--- src/pkg/serial_fmt_regs.vh ---
// Register offsets, fields, reset values and timing counts for the serial output format block.
`ifndef SERIAL_FMT_REGS_VH
`define SERIAL_FMT_REGS_VH

`define CHAN_SEL_ADDR 8'h05
`define FMT_ADDR 8'h14
`define DRV_ADDR 8'h15
`define PHS_ADDR 8'h16

`define CHAN_SEL_RST 8'hFF
`define FMT_RST 8'h00
`define DRV_RST 8'h00
`define PHS_RST 8'h03
`define PHS_CODE_RST 4'h3

`define FMT_CODE_MSB 1
`define FMT_CODE_LSB 0
`define FMT_INV_BIT 2
`define FMT_LOWPWR_BIT 6
`define DRV_DOUBLE_BIT 0
`define DRV_TERM_MSB 5
`define DRV_TERM_LSB 4
`define PHS_CODE_MSB 3
`define PHS_CODE_LSB 0

`define FMT_OFFSET_BIN 2'h0
`define FMT_TWOS_COMP 2'h1
`define TERM_NONE 2'h0
`define PHS_CODE_MAX 4'hA

`define NUM_CHAN 8
`define SAMPLE_BITS 14
`define PHASE_STEP_DEG 60
`define FULL_TURN_DEG 360
`define STEPS_PER_BIT (`FULL_TURN_DEG / `PHASE_STEP_DEG)
`define STEP_CYCLES 1

`endif

--- src/design/sample_formatter.v ---
// Shared sample number format and per-channel output inversion.
`timescale 1ns/100ps
`default_nettype none
`include "serial_fmt_regs.vh"

module sample_formatter (
    input wire sys_clk, // System clock.
    input wire resetn, // Asynchronous reset, active low.
    input wire latch_en, // One-cycle sample latch enable.
    input wire [`NUM_CHAN*`SAMPLE_BITS-1:0] raw_samples, // Offset binary samples.
    input wire [1:0] fmt_code, // Shared format code.
    input wire [`NUM_CHAN-1:0] invert_en, // Per-channel inversion.
    output reg [`NUM_CHAN*`SAMPLE_BITS-1:0] out_samples, // Formatted samples.
    output reg out_valid // Pulse when new samples stand.
);

    function [`SAMPLE_BITS-1:0] fmt_one;
        input [`SAMPLE_BITS-1:0] s;
        input [1:0] code;
        input inv;
        reg [`SAMPLE_BITS-1:0] t;
        begin
            t = s;
            if (code == `FMT_TWOS_COMP) begin
                t[`SAMPLE_BITS-1] = ~s[`SAMPLE_BITS-1];
            end
            fmt_one = inv ? ~t : t;
        end
    endfunction

    integer i;

    always @(posedge sys_clk or negedge resetn) begin
        if (!resetn) begin
            out_samples <= {(`NUM_CHAN*`SAMPLE_BITS){1'b0}};
            out_valid <= 1'b0;
        end else begin
            out_valid <= latch_en;
            if (latch_en) begin
                for (i = 0; i < `NUM_CHAN; i = i + 1) begin
                    out_samples[i*`SAMPLE_BITS +: `SAMPLE_BITS] <=
                        fmt_one(raw_samples[i*`SAMPLE_BITS +: `SAMPLE_BITS],
                                fmt_code, invert_en[i]);
                end
            end
        end
    end

endmodule
`default_nettype wire

--- src/design/clock_phase_gen.v ---
// Bit clock divider with selectable output phase and word sync clock.
`timescale 1ns/100ps
`default_nettype none
`include "serial_fmt_regs.vh"

module clock_phase_gen (
    input wire sys_clk, // System clock.
    input wire resetn, // Asynchronous reset, active low.
    input wire [3:0] phase_code, // Output clock phase code.
    output reg latch_en, // Fixed-timing sample latch pulse.
    output reg bit_clock_out, // Phase-shifted output data clock.
    output reg word_sync_clock_out // Frame clock, aligned to data.
);

    // Reduces a phase code to a step within one bit period.
    function [2:0] steps_mod;
        input [3:0] code;
        reg [3:0] r;
        begin
            r = code;
            if (r >= 4'h6) begin
                r = r - 4'h6;
            end
            steps_mod = r[2:0];
        end
    endfunction

    reg [2:0] step_q;
    reg [3:0] bit_q;
    reg [2:0] rel;
    reg [2:0] shift;

    always @* begin
        shift = steps_mod(phase_code);
        if (step_q >= shift) begin
            rel = step_q - shift;
        end else begin
            rel = step_q + 3'd6 - shift;
        end
    end

    always @(posedge sys_clk or negedge resetn) begin
        if (!resetn) begin
            step_q <= 3'd0;
            bit_q <= 4'h0;
            latch_en <= 1'b0;
            bit_clock_out <= 1'b0;
            word_sync_clock_out <= 1'b0;
        end else begin
            if (step_q == 3'd5) begin
                step_q <= 3'd0;
                bit_q <= (bit_q == 4'hD) ? 4'h0 : bit_q + 4'h1;
            end else begin
                step_q <= step_q + 3'd1;
            end
            // Latching follows the unshifted step count only.
            latch_en <= (step_q == 3'd5) && (bit_q == 4'hD);
            bit_clock_out <= (rel < 3'd3);
            word_sync_clock_out <= (bit_q < 4'h7);
        end
    end

endmodule
`default_nettype wire

--- src/design/serial_output_format_config.v ---
// Register bank shaping the serial sample outputs: format, drive and clock phase.
// Functional notes
// - Format field 00 is offset binary (reset), 01 twos complement.
// - Inversion bit 2 is per channel; other format bits are shared.
// - Clock double drive bit 0 is per channel; other drive bits shared.
// - Two-bit termination field sets swing internally; 00 none at reset.
// - Four-bit phase code, valid values 0000 through 1010.
// - Each phase step shifts the data clock 60 degrees; zero gives none.
// - Phase code resets to 0011, 180 degrees, register value 0x03.
// - Phase code selects which divider phase drives the data clock.
// - Changing phase never moves internal sample latch timing.
`timescale 1ns/100ps
`default_nettype none
`include "serial_fmt_regs.vh"

module serial_output_format_config (
    input wire sys_clk, // System clock, 100 MHz.
    input wire resetn, // Asynchronous reset, active low.
    input wire [7:0] addr, // Register address.
    input wire [7:0] wdata, // Write data.
    input wire wr_en, // Write strobe.
    input wire rd_en, // Read strobe.
    output reg [7:0] rdata, // Read data, cycle after the strobe.
    input wire [`NUM_CHAN*`SAMPLE_BITS-1:0] raw_samples, // Core samples.
    output wire [`NUM_CHAN*`SAMPLE_BITS-1:0] out_samples, // Formatted samples.
    output wire out_valid, // New formatted samples pulse.
    output wire bit_clock_out, // Output data clock.
    output wire word_sync_clock_out, // Output frame clock.
    output reg [`NUM_CHAN-1:0] clk_double_drive, // Per-channel 2x drive.
    output reg [1:0] term_sel, // Output termination code.
    output reg low_power_mode // Reduced swing output mode.
);

    reg [7:0] chan_sel_q;
    reg [7:0] fmt_shared_q;
    reg [`NUM_CHAN-1:0] invert_q;
    reg [7:0] drv_shared_q;
    reg [`NUM_CHAN-1:0] dbl_q;
    reg [3:0] phase_q;
    reg [7:0] rdata_d;
    reg [2:0] first_ch;
    integer k;
    integer n;

    // Per-channel bits read back from the lowest selected channel.
    always @* begin
        first_ch = 3'd0;
        for (k = `NUM_CHAN - 1; k >= 0; k = k - 1) begin
            if (chan_sel_q[k]) begin
                first_ch = k[2:0];
            end
        end
    end

    always @* begin
        case (addr)
            `CHAN_SEL_ADDR: rdata_d = chan_sel_q;
            `FMT_ADDR: begin
                rdata_d = fmt_shared_q;
                rdata_d[`FMT_INV_BIT] = invert_q[first_ch];
            end
            `DRV_ADDR: begin
                rdata_d = drv_shared_q;
                rdata_d[`DRV_DOUBLE_BIT] = dbl_q[first_ch];
            end
            `PHS_ADDR: rdata_d = {4'h0, phase_q};
            default: rdata_d = 8'h00;
        endcase
    end

    always @(posedge sys_clk or negedge resetn) begin
        if (!resetn) begin
            chan_sel_q <= `CHAN_SEL_RST;
            fmt_shared_q <= `FMT_RST;
            invert_q <= {`NUM_CHAN{1'b0}};
            drv_shared_q <= `DRV_RST;
            dbl_q <= {`NUM_CHAN{1'b0}};
            phase_q <= `PHS_CODE_RST;
            rdata <= 8'h00;
        end else begin
            rdata <= rd_en ? rdata_d : 8'h00;
            if (wr_en) begin
                case (addr)
                    `CHAN_SEL_ADDR: chan_sel_q <= wdata;
                    `FMT_ADDR: begin
                        fmt_shared_q <= wdata & ~(8'h01 << `FMT_INV_BIT);
                        for (n = 0; n < `NUM_CHAN; n = n + 1) begin
                            if (chan_sel_q[n]) begin
                                invert_q[n] <= wdata[`FMT_INV_BIT];
                            end
                        end
                    end
                    `DRV_ADDR: begin
                        drv_shared_q <= wdata & ~(8'h01 << `DRV_DOUBLE_BIT);
                        for (n = 0; n < `NUM_CHAN; n = n + 1) begin
                            if (chan_sel_q[n]) begin
                                dbl_q[n] <= wdata[`DRV_DOUBLE_BIT];
                            end
                        end
                    end
                    `PHS_ADDR: begin
                        // Codes above the top valid value are ignored.
                        if (wdata[7:4] == 4'h0 && wdata[3:0] <= `PHS_CODE_MAX) begin
                            phase_q <= wdata[3:0];
                        end
                    end
                    default: begin
                    end
                endcase
            end
        end
    end

    always @(posedge sys_clk or negedge resetn) begin
        if (!resetn) begin
            clk_double_drive <= {`NUM_CHAN{1'b0}};
            term_sel <= `TERM_NONE;
            low_power_mode <= 1'b0;
        end else begin
            clk_double_drive <= dbl_q;
            term_sel <= drv_shared_q[`DRV_TERM_MSB:`DRV_TERM_LSB];
            low_power_mode <= fmt_shared_q[`FMT_LOWPWR_BIT];
        end
    end

    wire latch_en;

    clock_phase_gen i_clock_phase_gen (
        .sys_clk(sys_clk),
        .resetn(resetn),
        .phase_code(phase_q),
        .latch_en(latch_en),
        .bit_clock_out(bit_clock_out),
        .word_sync_clock_out(word_sync_clock_out)
    );

    sample_formatter i_sample_formatter (
        .sys_clk(sys_clk),
        .resetn(resetn),
        .latch_en(latch_en),
        .raw_samples(raw_samples),
        .fmt_code(fmt_shared_q[`FMT_CODE_MSB:`FMT_CODE_LSB]),
        .invert_en(invert_q),
        .out_samples(out_samples),
        .out_valid(out_valid)
    );

endmodule
`default_nettype wire

--- config.mk ---
export PLATFORM = sky130hd
export DESIGN_NAME = serial_output_format_config
export DESIGN_NICKNAME = d
export VERILOG_FILES = /design/src/design/sample_formatter.v /design/src/design/clock_phase_gen.v /design/src/design/serial_output_format_config.v
export VERILOG_INCLUDE_DIRS = /design/src /design/src/pkg
export SDC_FILE = /design/constraint.sdc
export NUM_CORES = 1
export LEC_CHECK = 0
export BUFFER_PORTS_ARGS = -buffer_cell sky130_fd_sc_hd__buf_4
export CAP_MARGIN = 20
export CORE_MARGIN = 2
export CORE_UTILIZATION = 52
export CTS_CLUSTER_SIZE = 24
export DETAILED_ROUTE_END_ITERATION = 12
export GPL_ROUTABILITY_DRIVEN = 0
export PLACE_DENSITY = 0.81
export SYNTH_ARGS = -nofsm -noshare
export SYNTH_HDL_FRONTEND = slang
export SYNTH_SLANG_ARGS = --single-unit
--- constraint.sdc ---
create_clock -name sys_clk -period 2.1 [get_ports sys_clk]
set_input_delay 0.105 -clock sys_clk [delete_from_list [all_inputs] [get_ports sys_clk]]
set_output_delay 0.105 -clock sys_clk [all_outputs]
set_load 0.02 [all_outputs]
# Word-level counts from Yosys, hierarchy flattened
# Index checks and enable logic that the tools add are counted.
[totals]
word_cells = 131
register_bits = 184
[classes]
n_bitwise = 16
eq_ne = 7
addsub = 6
magnitude_cmp = 6
reduce_logical = 23
muxes = 42
[op_table]
columns = ["cell", "count"]
rows = [
  ["$mux W14", 8],
  ["$not A14 Y14", 8],
  ["$reduce_and A3 Y1", 17],
  ["$mux W3", 11],
  ["$pmux W8 S4", 1],
  ["$eq A8 B5 Y1 const B", 3],
  ["$mux W1", 18],
  ["$eq A8 B3 Y1 const B", 1],
  ["$mux W8", 1],
  ["$not A1 Y1", 8],
  ["$bmux W1 S3", 2],
  ["$reduce_and A2 Y1", 3],
  ["$sub A3 B3 Y3", 2],
  ["$add A4 B1 Y4 const B", 1],
  ["$eq A4 B4 Y1 const B", 1],
  ["$ge A4 B3 Y1 const B", 1],
  ["$le A4 B4 Y1 const B", 1],
  ["$logic_not A4 Y1", 1],
  ["$lt A3 B4 Y1 const B", 1],
  ["$lt A4 B3 Y1 const B", 1],
  ["$mux W4", 1],
  ["$add A3 B1 Y3 const B", 1],
  ["$add A3 B3 Y3 const B", 1],
  ["$eq A3 B3 Y1 const B", 1],
  ["5 further kinds", 6],
]

# Logic depth before layout (Yosys ltp)
[depth]
word_depth = 12
depth_mapped = 10

# By module
# A second synthesis with hierarchy kept.
[unflattened]
cells_unflattened = 763
hier_area_um2 = 8667.1
[modules_own_cells]
columns = ["mod", "area_per_inst_um2", "n_inst", "cells_per_inst"]
rows = [
  ["sample_formatter", 5293.8, 1, 491],
  ["serial_output_format_config", 2766.4, 1, 215],
  ["clock_phase_gen", 606.8, 1, 57],
]

# Least setup slack after synthesis
# Ideal clock, no wire load.
[synth_timing]
path_type = "reg-to-reg"
from = "register phase_q[1]"
to = "register i_clock_phase_gen.bit_clock_out"
required_ps = 1977
t_arrival_ps = 1770
n_path_buf = 0
stages_incl_launch_ff = 10
path_slack_ps = 207
synth_period_minus_slack_ps = 1893
cell_sequence = "dfstp_2 inv_1 a21o_1 ha_1 inv_1 ha_1 xnor2_1 xnor2_1 nand2_1 o221a_2"
[synth_via]
elab_chain_len = 5
word_cells_on_any_way = 8
cone_classes = "add/sub: 3; order compare: 3; mux: 2"
[synth_lines]
columns = ["item", "line_no", "rtl"]
rows = [
  ["start: declaration", "serial_output_format_config.v:39", "reg [3:0] phase_q;"],
  ["start signal: assignment", "serial_output_format_config.v:78", "phase_q <= `PHS_CODE_RST;"],
  ["start signal: assignment", "serial_output_format_config.v:104", "phase_q <= wdata[3:0];"],
  ["$ge A4 B3 Y1 or $sub A3 B3 Y3 (tied branches)", "clock_phase_gen.v:21, clock_phase_gen.v:22", ""],
  ["$mux W3 (*)", "clock_phase_gen.v:21", "if (r >= 4'h6) begin"],
  ["$sub A3 B3 Y3 (tied with other cells)", "clock_phase_gen.v:38", "rel = step_q + 3'd6 - shift;"],
  ["$mux W3 (*)", "clock_phase_gen.v:35", "if (step_q >= shift) begin"],
  ["$lt A3 B2 Y1 (*)", "clock_phase_gen.v:58", "bit_clock_out <= (rel < 3'd3);"],
  ["end signal: assignment", "clock_phase_gen.v:58", ""],
  ["end: declaration", "clock_phase_gen.v:11", "output reg bit_clock_out,"],
]
# Mark *: on every way between the ends. The rest lies on a longest branch, timed or not.
# A chain may end at the register's enable or synchronous reset.

# Worst setup path in the final report
# Same ends and word-level chain as after synthesis.

==> out/results.txt <==
Die H: 132 um
largest family of logic cells by synthesized area: XOR/XNOR gates
DIE WIDTH: 132 um
postcts setup bufs: 0
post-synthesis xor/xnor area fraction: 0.128
Worst setup SP type: flip-flop
f_max: 0.508 GHz
gr usage total: 0.302
Core ar.: 16000 um2
Min-Delay Path Class: in2reg
Avg WL per Cell: 19.0 um
Yosys warnings: 0
io pins: 266
pin count of the biggest net entering global routing: 53
Post-synth EDFFs: 0
Synth Area in Adders: 0.0111
Max-Cap Viols: 0
vias per cell: 5.40
slew at the pin with the worst max-slew slack: 615 ps
total gr overflow: 0
Critical Path RT: 2420 ps
Distinct cells, synth: 59
global-route wire length before repair: 41.5 mm
Inserted Clock Buffers: 17
WL final: 26.0 mm
post-layout min period: 1970 ps
number of buffers added on ports: 265
layout cells sized above 1: 0.349
Main synth FF type: dfrtp_1
Syn Std Cell Area: 8550 um2
Worst-path clk slew: 70 ps
RSZ-0062 raised after global routing: no
Power per Cell Area: 615 nW/um2
Final Max Tran Viols: 0
slew margin rel.: 0.589
clk buf depth: 2
commonest cells in the netlist: 174 x dfrtp_1, 122 x nor2_1, 122 x xnor2_1, 110 x a21oi_1, 55 x mux2_2
async set-or-reset flop fraction in the synthesized netlist: 1.00
via count: 7413
cell row count: 46
Worst IR Drop VDD: 0.000575 V
post-synthesis compound-gate area fraction: 0.106
Final period util: 0.938
register area share after synthesis: 0.540
CTS tree: done
placed insts: 1229
CP Class: reg2reg
Fin Clk Skew: 9.06 ps
status: finished, final reports clean
depth of the CTS H-tree: 4
critical path fanouts, max: 4
Skew-Pair Late Insertion Delay: 430 ps
First-pass DRT Iterations: 5
Mapped Cells: 778
Final #Nets: 1282
Final Instance Area: 12500 um2
Avg Cell Area, Syn: 11.0 um2
DR DRC count: 0
CTS root buf: clkbuf_16
Synth area leader: dfrtp_1
vias in the first global route: 7720
mux contribution to synthesized area: 0.0824
Total Power: 7.71 mW
most frequent cell after synthesis: dfrtp_1
# setup viols final: 0
ranking of synthesized cells by area: dfrtp_1 51%, xnor2_1 12%, mux2_2 7.2%, a21oi_1 6.4%, nor2_1 5.4%
Detailed Route Iter0 Violations: 536
top-area cell type share of the netlist area: 0.509
leakage power: 5.51 nW
initial antenna violation count: 1
flop and latch count out of synthesis: 184
syn nets: 917
filler instances: 916
post-detail-place hpwl: 15.9 mm
antenna-violating nets left: 0
die area: 17500 um2
fin cells: 1373
clk sinks: 184
placed inst area: 10800 um2
Crit. End Element: flip-flop
synth-to-layout area growth: 46.7%
Arr. time, crit path: 2290 ps
Starting Density: 0.535
final hold vios: 0
Post-Synth Simple-Gate Area: 0.0993
TNS Setup: 0 ps
## power by group
| part | switching [mW] | total (mW) | internal [mW] |
|---|---|---|---|
| Clock | 1.46 | 3.28 | 1.82 |
| Sequential | 0.0284 | 3.60 | 3.57 |
| Combinational | 0.349 | 0.830 | 0.481 |
| Total | 1.84 | 7.71 | 5.87 |
## worst max-delay path: stages (launching register included)
cell and delay (ps):
dfstp_2 550, inv_1 60, a21o_1 210, ha_1 300, inv_1 40, ha_1 190
xnor2_1 170, xnor2_1 140, nand2_1 70, o221a_2 120
## state kept, by name, summed over array words and instances, names as in the netlist
name / cells
i_sample_formatter.out_samples: 112
chan_sel_q: 8
clk_double_drive: 8
dbl_q: 8
invert_q: 8
rdata: 8
drv_shared_q: 7
fmt_shared_q: 7
i_clock_phase_gen.bit_q: 4
phase_q: 4
i_clock_phase_gen.step_q: 3
term_sel: 2
i_clock_phase_gen.bit_clock_out: 1
i_clock_phase_gen.latch_en: 1
i_clock_phase_gen.word_sync_clock_out: 1
i_sample_formatter.out_valid: 1
low_power_mode: 1
## metrics by stage
stage | setup WS, ps | utilization | hold slack [ps]
6_report | 130 | 0.784 | 10.1
2_1_floorplan | 207 | - | -191
3_5_place_dp | 118 | 0.676 | 75.1
5_1_grt | 7.35 | 0.784 | 33.2
3_3_place_gp | 146 | 0.676 | 62.8
4_1_cts | 97.8 | 0.783 | 4.44
## layer usage
layer  share of wire  GRT usage  vias to the layer above
li1                -          -                     3347
met1            0.39      0.368                     3616
met2            0.50      0.505                      349
met3           0.063     0.0665                      101
met4           0.051      0.161                        0
met5               0          0                        -
## final cells by class
cell class / count / area [um2] / area share
Tap cell: 216 / 270 / 0.0215
Multi-Input combinational cell: 530 / 3660 / 0.292
Inverter: 12 / 45.0 / 0.00359
Antenna cell: 1 / 2.50 / 0.000200
Clock inverter: 14 / 161 / 0.0129
Clock buffer: 18 / 439 / 0.0350
Timing Repair Buffer: 398 / 3350 / 0.267
Sequential cell: 184 / 4620 / 0.368
## cell usage in the layout (no fill, tap or decap), drive strengths merged, types with 3 or more instances in the layout
cell / synthesis / layout
dlygate4sd3: 0 / 111
nand3b: 3 / 3
o21ai: 7 / 7
dfstp: 10 / 10
nor2b: 4 / 4
a2111oi: 7 / 7
clkbuf: 31 / 19
nand2: 25 / 25
mux2: 58 / 58
nand2b: 6 / 6
or2: 3 / 3
nand3: 4 / 4
or3: 4 / 4
dfrtp: 174 / 174
nor2: 123 / 123
buf: 21 / 286
a21o: 6 / 6
a21oi: 110 / 110
inv: 12 / 19
nor3: 3 / 3
xnor2: 122 / 122
a22oi: 5 / 5
xor2: 3 / 3
clkinv: 0 / 3
a31oi: 4 / 4
ha: 6 / 6
mux2i: 4 / 4
## cells by family after synthesis
| group | count (synthesis) |
|---|---|
| simple gates | 183 |
| xor+xnor | 125 |
| mux | 62 |
| fa+ha+maj | 7 |
| compound gates | 153 |
| buf+inv | 64 |
| flops | 184 |
## worst paths after layout
path	from	to	slack, ps	cells past startpoint
setup / recovery	phase_q[1]	i_clock_phase_gen.bit_clock_out	130	9
hold / removal	addr[0]	rdata[4]	10	3
setup reg to reg	phase_q[1]	i_clock_phase_gen.bit_clock_out	130	9
hold reg to reg	dbl_q[4]	clk_double_drive[4]	410	0
max in group asynchronous	resetn	i_sample_formatter.out_samples[12]	1210	3
min in group asynchronous	resetn	i_sample_formatter.out_samples[104]	170	2
## what timing repair did
action                                 in CTS  in global routing
resized for setup                           0                  2
endpoints found under the hold margin     218                  0
setup endpoints to repair                   0                  2
hold buffers                              111                  0
No activity file was read; power rests on OpenSTA's default activity.
